===== src/core/ssi_pkg.sv =====
// Constants and carrier types for the serial status and interrupt logic.
// Assumes a single 100 MHz clock domain shared with the shifter logic.
package ssi_pkg;

  // ------------------------------------------------------------
  // Register map (byte-wide registers, 3-bit address)
  // ------------------------------------------------------------
  localparam int          ADDR_W       = 3;
  localparam int          DATA_W       = 8;
  localparam logic [2:0]  ADDR_STATUS  = 3'h0;
  localparam logic [2:0]  ADDR_DATA    = 3'h1;
  localparam logic [2:0]  ADDR_IRQ_EN  = 3'h2;
  localparam logic [2:0]  ADDR_CLEAR   = 3'h3;
  localparam logic [2:0]  ADDR_MODE    = 3'h4;

  // ------------------------------------------------------------
  // Status field positions and reset values
  // ------------------------------------------------------------
  localparam int          BIT_TX_EMPTY = 7;
  localparam int          BIT_TX_DONE  = 6;
  localparam int          BIT_RX_FULL  = 5;
  localparam int          BIT_IDLE     = 4;
  localparam int          BIT_OVERRUN  = 3;
  localparam int          BIT_NOISE    = 2;
  localparam int          BIT_FRAMING  = 1;
  localparam int          BIT_PARITY   = 0;
  localparam int          BIT_MUTE     = 0;
  localparam logic [7:0]  STATUS_RST   = 8'hC0;
  localparam logic [7:0]  ZERO8        = 8'h00;
  // Flags cleared by the status-then-data-write sequence
  localparam logic [7:0]  CLR_ON_WRITE = 8'hC1;
  // Flags cleared by the status-then-data-read sequence
  localparam logic [7:0]  CLR_ON_READ  = 8'h3F;
  // Flags tied to reception, silenced while muted
  localparam logic [7:0]  RX_FLAGS     = 8'h3F;

  // ------------------------------------------------------------
  // Carriers from the shifter logic
  // ------------------------------------------------------------
  typedef struct packed {
    logic       load;        // Buffer moved into the shift register
    logic       frame_done;  // Frame finished on the line
    logic       special;     // That frame was a preamble or break
  } ssi_tx_evt_t;

  typedef struct packed {
    logic       word_ready;  // Shifted-in word ready for the buffer
    logic       noise;
    logic       framing;
    logic       parity_fail;
    logic       idle;        // Idle line detected
    logic       wake;        // Wake-up event ends mute
    logic [7:0] data;
  } ssi_rx_evt_t;

endpackage : ssi_pkg


===== src/core/ssi_core.sv =====
// Status flags, clearing sequences, shared interrupt request and
// low-power behaviour of an asynchronous serial interface.
// Assumes the shifter logic runs on clk and delivers one-cycle event
// pulses; the register port master never overlaps strobes.
// Reads stay live in halt so software can inspect the frozen state.
//
// Overview of operation
// - Wait mode: run normally, interrupt wakes CPU
// - Halt mode: freeze registers, stop line activity
// - All sources merge onto one request line
// - Request needs flag, enable, clear global mask
// - Status resets to C0h, all read-only
// - Tx empty sets on buffer-to-shifter move
// - Status access then data write clears tx flags
// - Tx complete sets after data frames only
// - Rx full sets on buffer load
// - Status access then data read clears rx flags
// - Idle sets once per received word
// - Overrun sets on new word while full
// - Overrun keeps buffer, shifter overwritten
// - Noise flag raises no own interrupt
// - Framing flag raises no own interrupt
// - Framing plus overrun sets overrun only
// - Parity flag clears on status then data
// - Mute blocks rx flags and rx interrupts
//
// Added by the designer: the register addresses and the plain strobed port.
`timescale 1ns/1ps
`default_nettype none

module ssi_core (
  // Clock and reset
  input  wire logic                       clk,
  input  wire logic                       rst_n,
  // Register port
  input  wire logic [ssi_pkg::ADDR_W-1:0] reg_addr,
  input  wire logic [ssi_pkg::DATA_W-1:0] reg_wdata,
  input  wire logic                       reg_wr,
  input  wire logic                       reg_rd,
  output var  logic [ssi_pkg::DATA_W-1:0] reg_rdata,
  // Shifter events
  input  wire ssi_pkg::ssi_tx_evt_t       tx_evt,
  input  wire ssi_pkg::ssi_rx_evt_t       rx_evt,
  // Processor state
  input  wire logic                       cpu_irq_mask,
  input  wire logic                       wait_mode,
  input  wire logic                       halt_mode,
  // To the shifter logic
  output var  logic [7:0]                 tx_data,
  output var  logic                       tx_data_valid,
  output var  logic                       serial_run,
  output var  logic                       rx_mute,
  // To the interrupt controller
  output var  logic                       irq,
  output var  logic                       wait_wake
);

  // ------------------------------------------------------------
  // Helpers
  // ------------------------------------------------------------
  // Spreads the five enable bits onto the status layout; overrun
  // shares the receiver enable, noise and framing never request.
  function automatic logic [7:0] en_map(input logic [7:0] en);
    logic [7:0] m;
    m = ssi_pkg::ZERO8;
    m[ssi_pkg::BIT_TX_EMPTY] = en[ssi_pkg::BIT_TX_EMPTY];
    m[ssi_pkg::BIT_TX_DONE]  = en[ssi_pkg::BIT_TX_DONE];
    m[ssi_pkg::BIT_RX_FULL]  = en[ssi_pkg::BIT_RX_FULL];
    m[ssi_pkg::BIT_IDLE]     = en[ssi_pkg::BIT_IDLE];
    m[ssi_pkg::BIT_OVERRUN]  = en[ssi_pkg::BIT_RX_FULL];
    m[ssi_pkg::BIT_PARITY]   = en[ssi_pkg::BIT_PARITY];
    return m;
  endfunction

  function automatic logic hit(input logic [2:0] a, input logic [2:0] b);
    return a == b;
  endfunction

  // ------------------------------------------------------------
  // State
  // ------------------------------------------------------------
  logic [7:0] status_q;
  logic [7:0] status_d;
  logic [7:0] seen_q;       // Flags captured at the status access
  logic       armed_q;      // Status accessed, awaiting data access
  logic [7:0] irq_en_q;
  logic       mute_q;
  logic       idle_arm_q;   // Idle may set again
  logic [7:0] rx_buf_q;
  logic [7:0] tx_buf_q;
  logic       tx_valid_q;
  logic [7:0] rdata_q;
  logic       irq_q;
  logic       wake_q;
  logic       run_q;

  logic       run;
  logic       st_acc;
  logic       dat_wr;
  logic       dat_rd;
  logic       clr_wr;
  logic       en_wr;
  logic       mode_wr;
  logic [7:0] set_tx;
  logic [7:0] set_rx;
  logic [7:0] set_v;
  logic [7:0] clr_v;
  logic       rx_ok;
  logic       ovr;
  logic [7:0] en_v;
  logic       req_tx_empty;
  logic       req_tx_done;
  logic       req_rx_full;
  logic       req_overrun;
  logic       req_idle;
  logic       req_parity;
  logic       req_tx;
  logic       req_rx;
  logic       req_any;
  logic       irq_cond;

  // ------------------------------------------------------------
  // Access decode
  // ------------------------------------------------------------
  // Status, buffers and control hold in halt, reads stay live; the shifter is told to stop as well
  assign run    = ~halt_mode;
  assign st_acc = run & (reg_rd | reg_wr) & hit(reg_addr, ssi_pkg::ADDR_STATUS);
  assign dat_wr = run & reg_wr & hit(reg_addr, ssi_pkg::ADDR_DATA);
  assign dat_rd = run & reg_rd & hit(reg_addr, ssi_pkg::ADDR_DATA);
  assign clr_wr = run & reg_wr & hit(reg_addr, ssi_pkg::ADDR_CLEAR);
  assign en_wr  = run & reg_wr & hit(reg_addr, ssi_pkg::ADDR_IRQ_EN);
  assign mode_wr = run & reg_wr & hit(reg_addr, ssi_pkg::ADDR_MODE);
  assign rx_ok  = run & ~mute_q;
  assign ovr    = rx_evt.word_ready & status_q[ssi_pkg::BIT_RX_FULL];

  // ------------------------------------------------------------
  // Transmit flag set terms
  // ------------------------------------------------------------
  always_comb begin
    set_tx = ssi_pkg::ZERO8;
    if (run) begin
      set_tx[ssi_pkg::BIT_TX_EMPTY] = tx_evt.load;
      // Preamble and break frames do not report completion
      set_tx[ssi_pkg::BIT_TX_DONE]  = tx_evt.frame_done
                                      & ~tx_evt.special;
    end
  end

  // ------------------------------------------------------------
  // Receive flag set terms
  // ------------------------------------------------------------
  // An overrun word reports only the overrun, so a framing error
  // on that word stays hidden as well
  always_comb begin
    set_rx = ssi_pkg::ZERO8;
    if (rx_ok) begin
      set_rx[ssi_pkg::BIT_OVERRUN] = ovr;
      set_rx[ssi_pkg::BIT_RX_FULL] = rx_evt.word_ready & ~ovr;
      set_rx[ssi_pkg::BIT_NOISE]   = rx_evt.word_ready & ~ovr
                                     & rx_evt.noise;
      set_rx[ssi_pkg::BIT_FRAMING] = rx_evt.word_ready & ~ovr
                                     & rx_evt.framing;
      set_rx[ssi_pkg::BIT_PARITY]  = rx_evt.word_ready & ~ovr
                                     & rx_evt.parity_fail;
      set_rx[ssi_pkg::BIT_IDLE]    = rx_evt.idle & idle_arm_q;
    end
  end

  // ------------------------------------------------------------
  // Clear terms
  // ------------------------------------------------------------
  // Only flags captured at the status access may be cleared, so an
  // event landing between the two accesses stays visible
  always_comb begin
    clr_v = ssi_pkg::ZERO8;
    if (armed_q && dat_wr) begin
      clr_v = seen_q & ssi_pkg::CLR_ON_WRITE;
    end
    if (armed_q && dat_rd) begin
      clr_v = seen_q & ssi_pkg::CLR_ON_READ;
    end
    // The clear register adds write-one bits of its own
    if (clr_wr) begin
      clr_v = clr_v | reg_wdata;
    end
  end

  // A set in the same cycle beats the clear
  assign set_v    = set_tx | set_rx;
  assign status_d = (status_q & ~clr_v) | set_v;

  // ------------------------------------------------------------
  // Status register
  // ------------------------------------------------------------
  // Read-only to software: only event and clear terms move it
  always_ff @(posedge clk) begin
    if (!rst_n) begin
      status_q <= ssi_pkg::STATUS_RST;
    end else begin
      status_q <= status_d;
    end
  end

  // ------------------------------------------------------------
  // Clearing sequence tracker
  // ------------------------------------------------------------
  // Any data access ends the sequence, whether or not it cleared;
  // a status write arms it just as a read does
  always_ff @(posedge clk) begin
    if (!rst_n) begin
      armed_q <= 1'b0;
      seen_q  <= ssi_pkg::ZERO8;
    end else if (st_acc) begin
      armed_q <= 1'b1;
      seen_q  <= status_q;
    end else if (dat_wr || dat_rd) begin
      armed_q <= 1'b0;
      seen_q  <= ssi_pkg::ZERO8;
    end
  end

  // ------------------------------------------------------------
  // Idle re-arm: one idle report per received word
  // ------------------------------------------------------------
  // Armed at reset so the first idle line after start-up reports
  always_ff @(posedge clk) begin
    if (!rst_n) begin
      idle_arm_q <= 1'b1;
    end else if (set_v[ssi_pkg::BIT_RX_FULL]) begin
      idle_arm_q <= 1'b1;
    end else if (set_v[ssi_pkg::BIT_IDLE]) begin
      idle_arm_q <= 1'b0;
    end
  end

  // ------------------------------------------------------------
  // Receive buffer
  // ------------------------------------------------------------
  // On overrun the held word stays; the shifter keeps the new one
  always_ff @(posedge clk) begin
    if (!rst_n) begin
      rx_buf_q <= ssi_pkg::ZERO8;
    end else if (rx_ok && rx_evt.word_ready && !ovr) begin
      rx_buf_q <= rx_evt.data;
    end
  end

  // ------------------------------------------------------------
  // Transmit buffer
  // ------------------------------------------------------------
  // A data write landing with a load keeps the buffer valid, so the
  // new word is not lost to the move of the old one
  always_ff @(posedge clk) begin
    if (!rst_n) begin
      tx_buf_q   <= ssi_pkg::ZERO8;
      tx_valid_q <= 1'b0;
    end else if (dat_wr) begin
      tx_buf_q   <= reg_wdata;
      tx_valid_q <= 1'b1;
    end else if (run && tx_evt.load) begin
      tx_valid_q <= 1'b0;
    end
  end

  // ------------------------------------------------------------
  // Control registers
  // ------------------------------------------------------------
  always_ff @(posedge clk) begin
    if (!rst_n) begin
      irq_en_q <= ssi_pkg::ZERO8;
    end else if (en_wr) begin
      irq_en_q <= reg_wdata;
    end
  end

  // Software write beats a wake event in the same cycle
  always_ff @(posedge clk) begin
    if (!rst_n) begin
      mute_q <= 1'b0;
    end else if (mode_wr) begin
      mute_q <= reg_wdata[ssi_pkg::BIT_MUTE];
    end else if (run && rx_evt.wake) begin
      mute_q <= 1'b0;
    end
  end

  // ------------------------------------------------------------
  // Read data, one cycle after the strobe
  // ------------------------------------------------------------
  always_ff @(posedge clk) begin
    if (!rst_n) begin
      rdata_q <= ssi_pkg::ZERO8;
    end else if (reg_rd) begin
      case (reg_addr)
        ssi_pkg::ADDR_STATUS: rdata_q <= status_q;
        ssi_pkg::ADDR_DATA:   rdata_q <= rx_buf_q;
        ssi_pkg::ADDR_IRQ_EN: rdata_q <= irq_en_q;
        ssi_pkg::ADDR_MODE:   rdata_q <= {7'h00, mute_q};
        default:              rdata_q <= ssi_pkg::ZERO8;
      endcase
    end else begin
      rdata_q <= ssi_pkg::ZERO8;
    end
  end

  // ------------------------------------------------------------
  // Shared interrupt request and wait wake-up
  // ------------------------------------------------------------
  // Noise and framing carry no enable: they ride on rx full
  assign en_v = en_map(irq_en_q);

  assign req_tx_empty = status_q[ssi_pkg::BIT_TX_EMPTY]
                        & en_v[ssi_pkg::BIT_TX_EMPTY];
  assign req_tx_done  = status_q[ssi_pkg::BIT_TX_DONE]
                        & en_v[ssi_pkg::BIT_TX_DONE];
  assign req_rx_full  = status_q[ssi_pkg::BIT_RX_FULL]
                        & en_v[ssi_pkg::BIT_RX_FULL];
  assign req_overrun  = status_q[ssi_pkg::BIT_OVERRUN]
                        & en_v[ssi_pkg::BIT_OVERRUN];
  assign req_idle     = status_q[ssi_pkg::BIT_IDLE]
                        & en_v[ssi_pkg::BIT_IDLE];
  assign req_parity   = status_q[ssi_pkg::BIT_PARITY]
                        & en_v[ssi_pkg::BIT_PARITY];

  // Transmit requests are untouched by mute
  assign req_tx  = req_tx_empty | req_tx_done;
  // Receive requests are dropped while muted
  assign req_rx  = ~mute_q & (req_rx_full | req_overrun
                              | req_idle | req_parity);
  assign req_any = req_tx | req_rx;
  assign irq_cond = req_any & ~cpu_irq_mask;

  always_ff @(posedge clk) begin
    if (!rst_n) begin
      irq_q  <= 1'b0;
      wake_q <= 1'b0;
      run_q  <= 1'b0;
    end else begin
      irq_q  <= irq_cond;
      // Halt cannot be left through a serial event
      wake_q <= irq_cond & wait_mode & run;
      run_q  <= run;
    end
  end

  // ------------------------------------------------------------
  // Outputs
  // ------------------------------------------------------------
  // Each output is a plain copy of a register, no logic after it
  assign reg_rdata     = rdata_q;
  assign tx_data       = tx_buf_q;
  assign tx_data_valid = tx_valid_q;
  assign serial_run    = run_q;
  assign rx_mute       = mute_q;
  assign irq           = irq_q;
  assign wait_wake     = wake_q;

endmodule // ssi_core

`default_nettype wire


===== config.mk =====
export PLATFORM = sky130hd
export DESIGN_NAME = ssi_core
export DESIGN_NICKNAME = d
export VERILOG_FILES = /design/src/core/ssi_pkg.sv /design/src/core/ssi_core.sv
export SDC_FILE = /design/constraint.sdc
export NUM_CORES = 1
export LEC_CHECK = 0
export BUFFER_PORTS_ARGS = -buffer_cell sky130_fd_sc_hd__buf_2
export CAP_MARGIN = 20
export CORE_UTILIZATION = 48
export DETAILED_ROUTE_END_ITERATION = 8
export PLACE_DENSITY = 0.81
export SLEW_MARGIN = 20
export SYNTH_ARGS = -nofsm -noshare
export SYNTH_HDL_FRONTEND = slang
export SYNTH_SLANG_ARGS = --single-unit

===== constraint.sdc =====
create_clock -name clk -period 1.3 [get_ports clk]
set_input_delay 0.13 -clock clk [delete_from_list [all_inputs] [get_ports clk]]
set_output_delay 0.13 -clock clk [all_outputs]
set_load 0.01 [all_outputs]

-- After elaboration in Yosys (flattened, before gate mapping)
Index checks and enable logic that the tools add are counted.
Widths: inputs -> output; s select.
- order comparisons: 0
- divide/modulo/power cells: 0
- eq/ne operators: 4
- shift operators: 0
- bitwise operators: 44
- reduce and logical (&&, ||, !) cells: 14
- multiply operators: 0
- add/subtract/negate cells: 0
- mux-type cells: 14
- operators with widths (kind ; count):
    $mux 8 ; 5
    $pmux 8 s4 ; 1
    $and 1x1->1 ; 27
    $or 8x8->8 ; 2
    $and 8x8->8 ; 1
    $not 8->8 ; 1
    $or 8x6->8 ; 1
    $eq 3x2->1 const B ; 2
    $logic_and 1x1->1 ; 6
    $mux 1 ; 6
    $mux 6 ; 1
    $not 1->1 ; 6
    $or 1x1->1 ; 6
    $reduce_bool 2->1 ; 3
    $eq 3x1->1 const B ; 1
    $eq 3x3->1 const B ; 1
    $logic_not 3->1 ; 1
    $mux 2 ; 1
    $reduce_and 2->1 ; 1
    $reduce_or 2->1 ; 1
    $logic_not 1->1 ; 1
    $logic_or 1x1->1 ; 1
- memory bits (writable): 0
- input bits: 35
- output and inout port bits: 21
- bits in read-only memories: 0
- register bits: 55
- word-level logic and storage cells: 89
- latch bits: 0
- memories kept: 0

-- Longest topological paths before layout
- word-level depth: 11
- depth in mapped cells: 6
- mapped depth without buffers: 3

-- Worst setup path after synthesis
Ideal clock, no wire load.
- path type: reg2reg
- start: reg mute_q, in the netlist rx_mute
- end: reg status_q[5]
- period minus slack after synthesis: 1467 ps
- cell stages (with the launch flop): 5
- setup time: 76 ps
- data arrival time: 1391 ps
- setup slack: -167 ps
- buffers on the path: 1
- data required time: 1224 ps
- cell sequence: dfxtp_1 or4b_1 buf_2 a41oi_1 a21boi_0
- word-level cells in the longest chain between the ends: 5
- ends and longest elaborated chain (element ; line ; RTL):
    start, declared ; ssi_core.sv:87 ; logic mute_q;
    start signal, assigned ; ssi_core.sv:281 ; mute_q <= reg_wdata[ssi_pkg::BIT_MUTE];
    $not 1->1 ; ssi_core.sv:133 ; assign rx_ok = run & ~mute_q;
    $and 1x1->1 ; ssi_core.sv:133 ;
    $mux 6 ; ssi_core.sv:156 ; if (rx_ok) begin
    $or 8x6->8 ; ssi_core.sv:189 ; assign set_v = set_tx | set_rx;
    $or 8x8->8 ; ssi_core.sv:190 ; assign status_d = (status_q & ~clr_v) | set_v;
    end signal, assigned ; ssi_core.sv:198 ; status_q <= ssi_pkg::STATUS_RST;
    end signal, assigned ; ssi_core.sv:200 ; status_q <= status_d;
    end, declared ; ssi_core.sv:82 ; logic [7:0] status_q;
No other way between the ends.
A chain may end at the register's enable or synchronous reset.

-- Final worst setup path
- start: reg mute_q, in the netlist rx_mute
- end: reg status_q[4]
The elaborated chain is that of the path after synthesis.

==> metrics.cfg <==
[global_route]
grt_max_degree = 18
grt_antenna_before_repair = 0
grtUsageTotal = 0.260
grt_overflow = 0
grt_pass1_vias = 2208
grt_pass1_wl_um = 10400

[power_and_ir_drop]
leakagePower_nw = 1.22
clkPwrFrac = 0.304
switchingPower_mw = 0.809
p_sw_frac = 0.255
peakVddDrop_mv = 0.895
seq_power_share = 0.555
p_comb_frac = 0.142
power_mw = 3.17
p_int_mw = 2.36
power_per_cell_area_mw_per_mm2 = 1030

[clock_tree]
clkLatencyLatePin_ns = 0.31
path_clk_slew_ns = 0.09
clock-root-buffer = clkbuf_8
clkSinkCount = 55
cts_tree = done
h-tree-depth = 2
clk_path_buf_depth = 2
numCtsBuffers = 5

[layout]
areaGrowthSynthToFinish_pct = 27.1
drive_above_1_share = 0.319
final_util = 0.646
fin_nets = 386
final_common_cell = buf_2
final_cell_mix = buf_2, dfxtp_1, a21oi_1, buf_4, o21ai_0
n_antenna_cell = 0
stdcell_area_mm2 = 0.00309

[die]
die_h_um = 73.2
row_count = 25
io_pins = 56
core-area_mm2 = 0.00479
die_w_um = 73.2
die_area_mm2 = 0.00535
start_util = 0.508

[drt]
wl_met1_um = 2910
drtAntennaViolNets = 0
dr_wl_met3_um = 488
routed_via_density = 5.87
drt_iter0_markers = 225
vias = 2454
firstDrtPassIters = 5
drc = 0
route.met2.wl_um = 3040
routed_wl_um = 6630
highest_layer = met4
wire_per_inst_um = 15.9

[critical_path]
cp-end-kind = flop
cp.required_ns = 1.52
crit_arrival_ns = 1.47
path_class = reg -> reg
cp_cell_sequence = buf_4, nand4bb_4, a41oi_2, a21boi_0
cp_slowest_cell = dfxtp_2
r2r_slack_ns = 0.04
start_kind = flop
crit_fanout = 7
critPathMaxStageDelay_ns = 0.33

[synth]
yosysTopAreaCell = dfxtp_1
yosys-top-cells-area = dfxtp_1, a21oi_1, o21ai_0
syn-cell-area_mm2 = 0.00243
synth-seq-cells = 55
synth.top_cell.area_share = 0.453
netlist_instances = 283
synth_edf_count = 0
avgSynthCellArea_um2 = 8.59
ys.flop_type = dfxtp_1
yosys_warnings = 0
yosys.cell_types.count = 46
ys_seq_area_frac = 0.453
syn_nets = 318
async_flop_share = 0

[timing]
min_period_over_period = 0.966
holdWs_ns = 0.0529
fmax_mhz = 796
finalHoldViolations = 0
finalSetupViolations = 0
rsz0062_at_grt = true
period_needed_ns = 1.26
tns_ns = 0
worst_clock_skew_ns = 0.00340
maxSlewViolCount = 0
worstMarginPinSlew_ns = 0.431
maxSlewHeadroom = 0.709

[place]
dpl.hpwl_um = 4900
port_buffers = 55
gp_congestion = 0.925
post_dp_cell_area_mm2 = 0.00292

[worst_hold_path]
worstHoldPathType = in -> reg

[status]
status = completed

[run]
maxCapViolCount = 0

-- metrics by stage --
stage / setup WS (ns) / cells
floorplan: -0.0752 / 283
global placement: -0.00409 / 409
detailed placement: -0.0548 / 409
CTS: 0.0356 / 417
global route: -0.000863 / 418
finish: 0.0439 / 418
-- power groups by stage --
stage               Clock [mW]  Sequential, mW  Combinational, mW
finish                   0.962            1.76              0.449
floorplan                    0            1.79              0.235
detailed placement           0            1.79              0.414
global route              1.03            1.76              0.483
global placement             0            1.79              0.408
CTS                      0.974            1.75              0.421
-- routing by layer --
metal / GRT usage / vias up
li1: - / 1167
met1: 0.349 / 1143
met2: 0.415 / 128
met3: 0.0497 / 16
met4: 0.0959 / 0
met5: 0 / -
-- cells in the mapped netlist (4+ instances only) --
library cell and n:
a21oi_1 36, a2bb2oi_1 7, a31oi_1 4, buf_2 5
clkbuf_1 18, dfxtp_1 55, inv_1 8, mux2i_1 8
nand2_1 24, nand3_1 20, nand4_1 5, nand4b_1 7
nor2_1 12, o21ai_0 25
-- cell type report --
cell class | instances | area, um2
inverter | 8 | 30.0
sequential | 55 | 1100
fill | 387 | 1700
timing repair buffer | 88 | 539
clock inverter | 1 | 8.76
clock buffer | 6 | 82.6
tap | 67 | 83.8
multi-input combinational | 193 | 1240
-- worst paths after layout --
path | end | from | cells after the start
min reg2reg | rx_buf_q[2]$_SDFFE_PN0P_ | rx_buf_q[2]$_SDFFE_PN0P_ | 2
max | status_q[4]$_SDFF_PN0_ | rx_mute$_SDFFE_PN0P_ | 4
min | rx_buf_q[6]$_SDFFE_PN0P_ | rx_evt[6] | 3
max reg2reg | status_q[4]$_SDFF_PN0_ | rx_mute$_SDFFE_PN0P_ | 4
-- cells by family (layout without fill, tap and decap cells) --
| kind of cell | count (synthesis) | after routing | synth area share |
|---|---|---|---|
| mux | 8 | 8 | 0.0329 |
| compound gates | 94 | 94 | 0.240 |
| buf+inv | 35 | 103 | 0.0659 |
| flops | 55 | 55 | 0.453 |
| simple gates | 91 | 91 | 0.208 |
-- repair_timing --
action / 4_1_cts / 5_1_grt
hold buffers: 1 / 0
pin swaps: 0 / 2
buffers inserted: 0 / 0
hold endpoints to repair: 1 / 0
cloned: 0 / 1
setup endpoints to repair: 1 / 10
resized for setup: 1 / 10
-- registers in the layout, indices dropped and copies added (netlist names) --
signal         flops
status_q           8
rx_mute            1
rx_buf_q           8
wait_wake          1
tx_data_valid      1
idle_arm_q         1
reg_rdata          8
irq                1
seen_q             8
armed_q            1
serial_run         1
tx_data            8
irq_en_q           8
-- critical path: cells and delay by family, from the launching register on --
family | cells | cell delay [ns]
AOI/OAI and AO/OA | 2 | 0.46
buffers and inverters | 1 | 0.17
and+or+nand+nor | 1 | 0.21
DFF | 1 | 0.33
No activity file was read; power rests on OpenSTA's default activity.
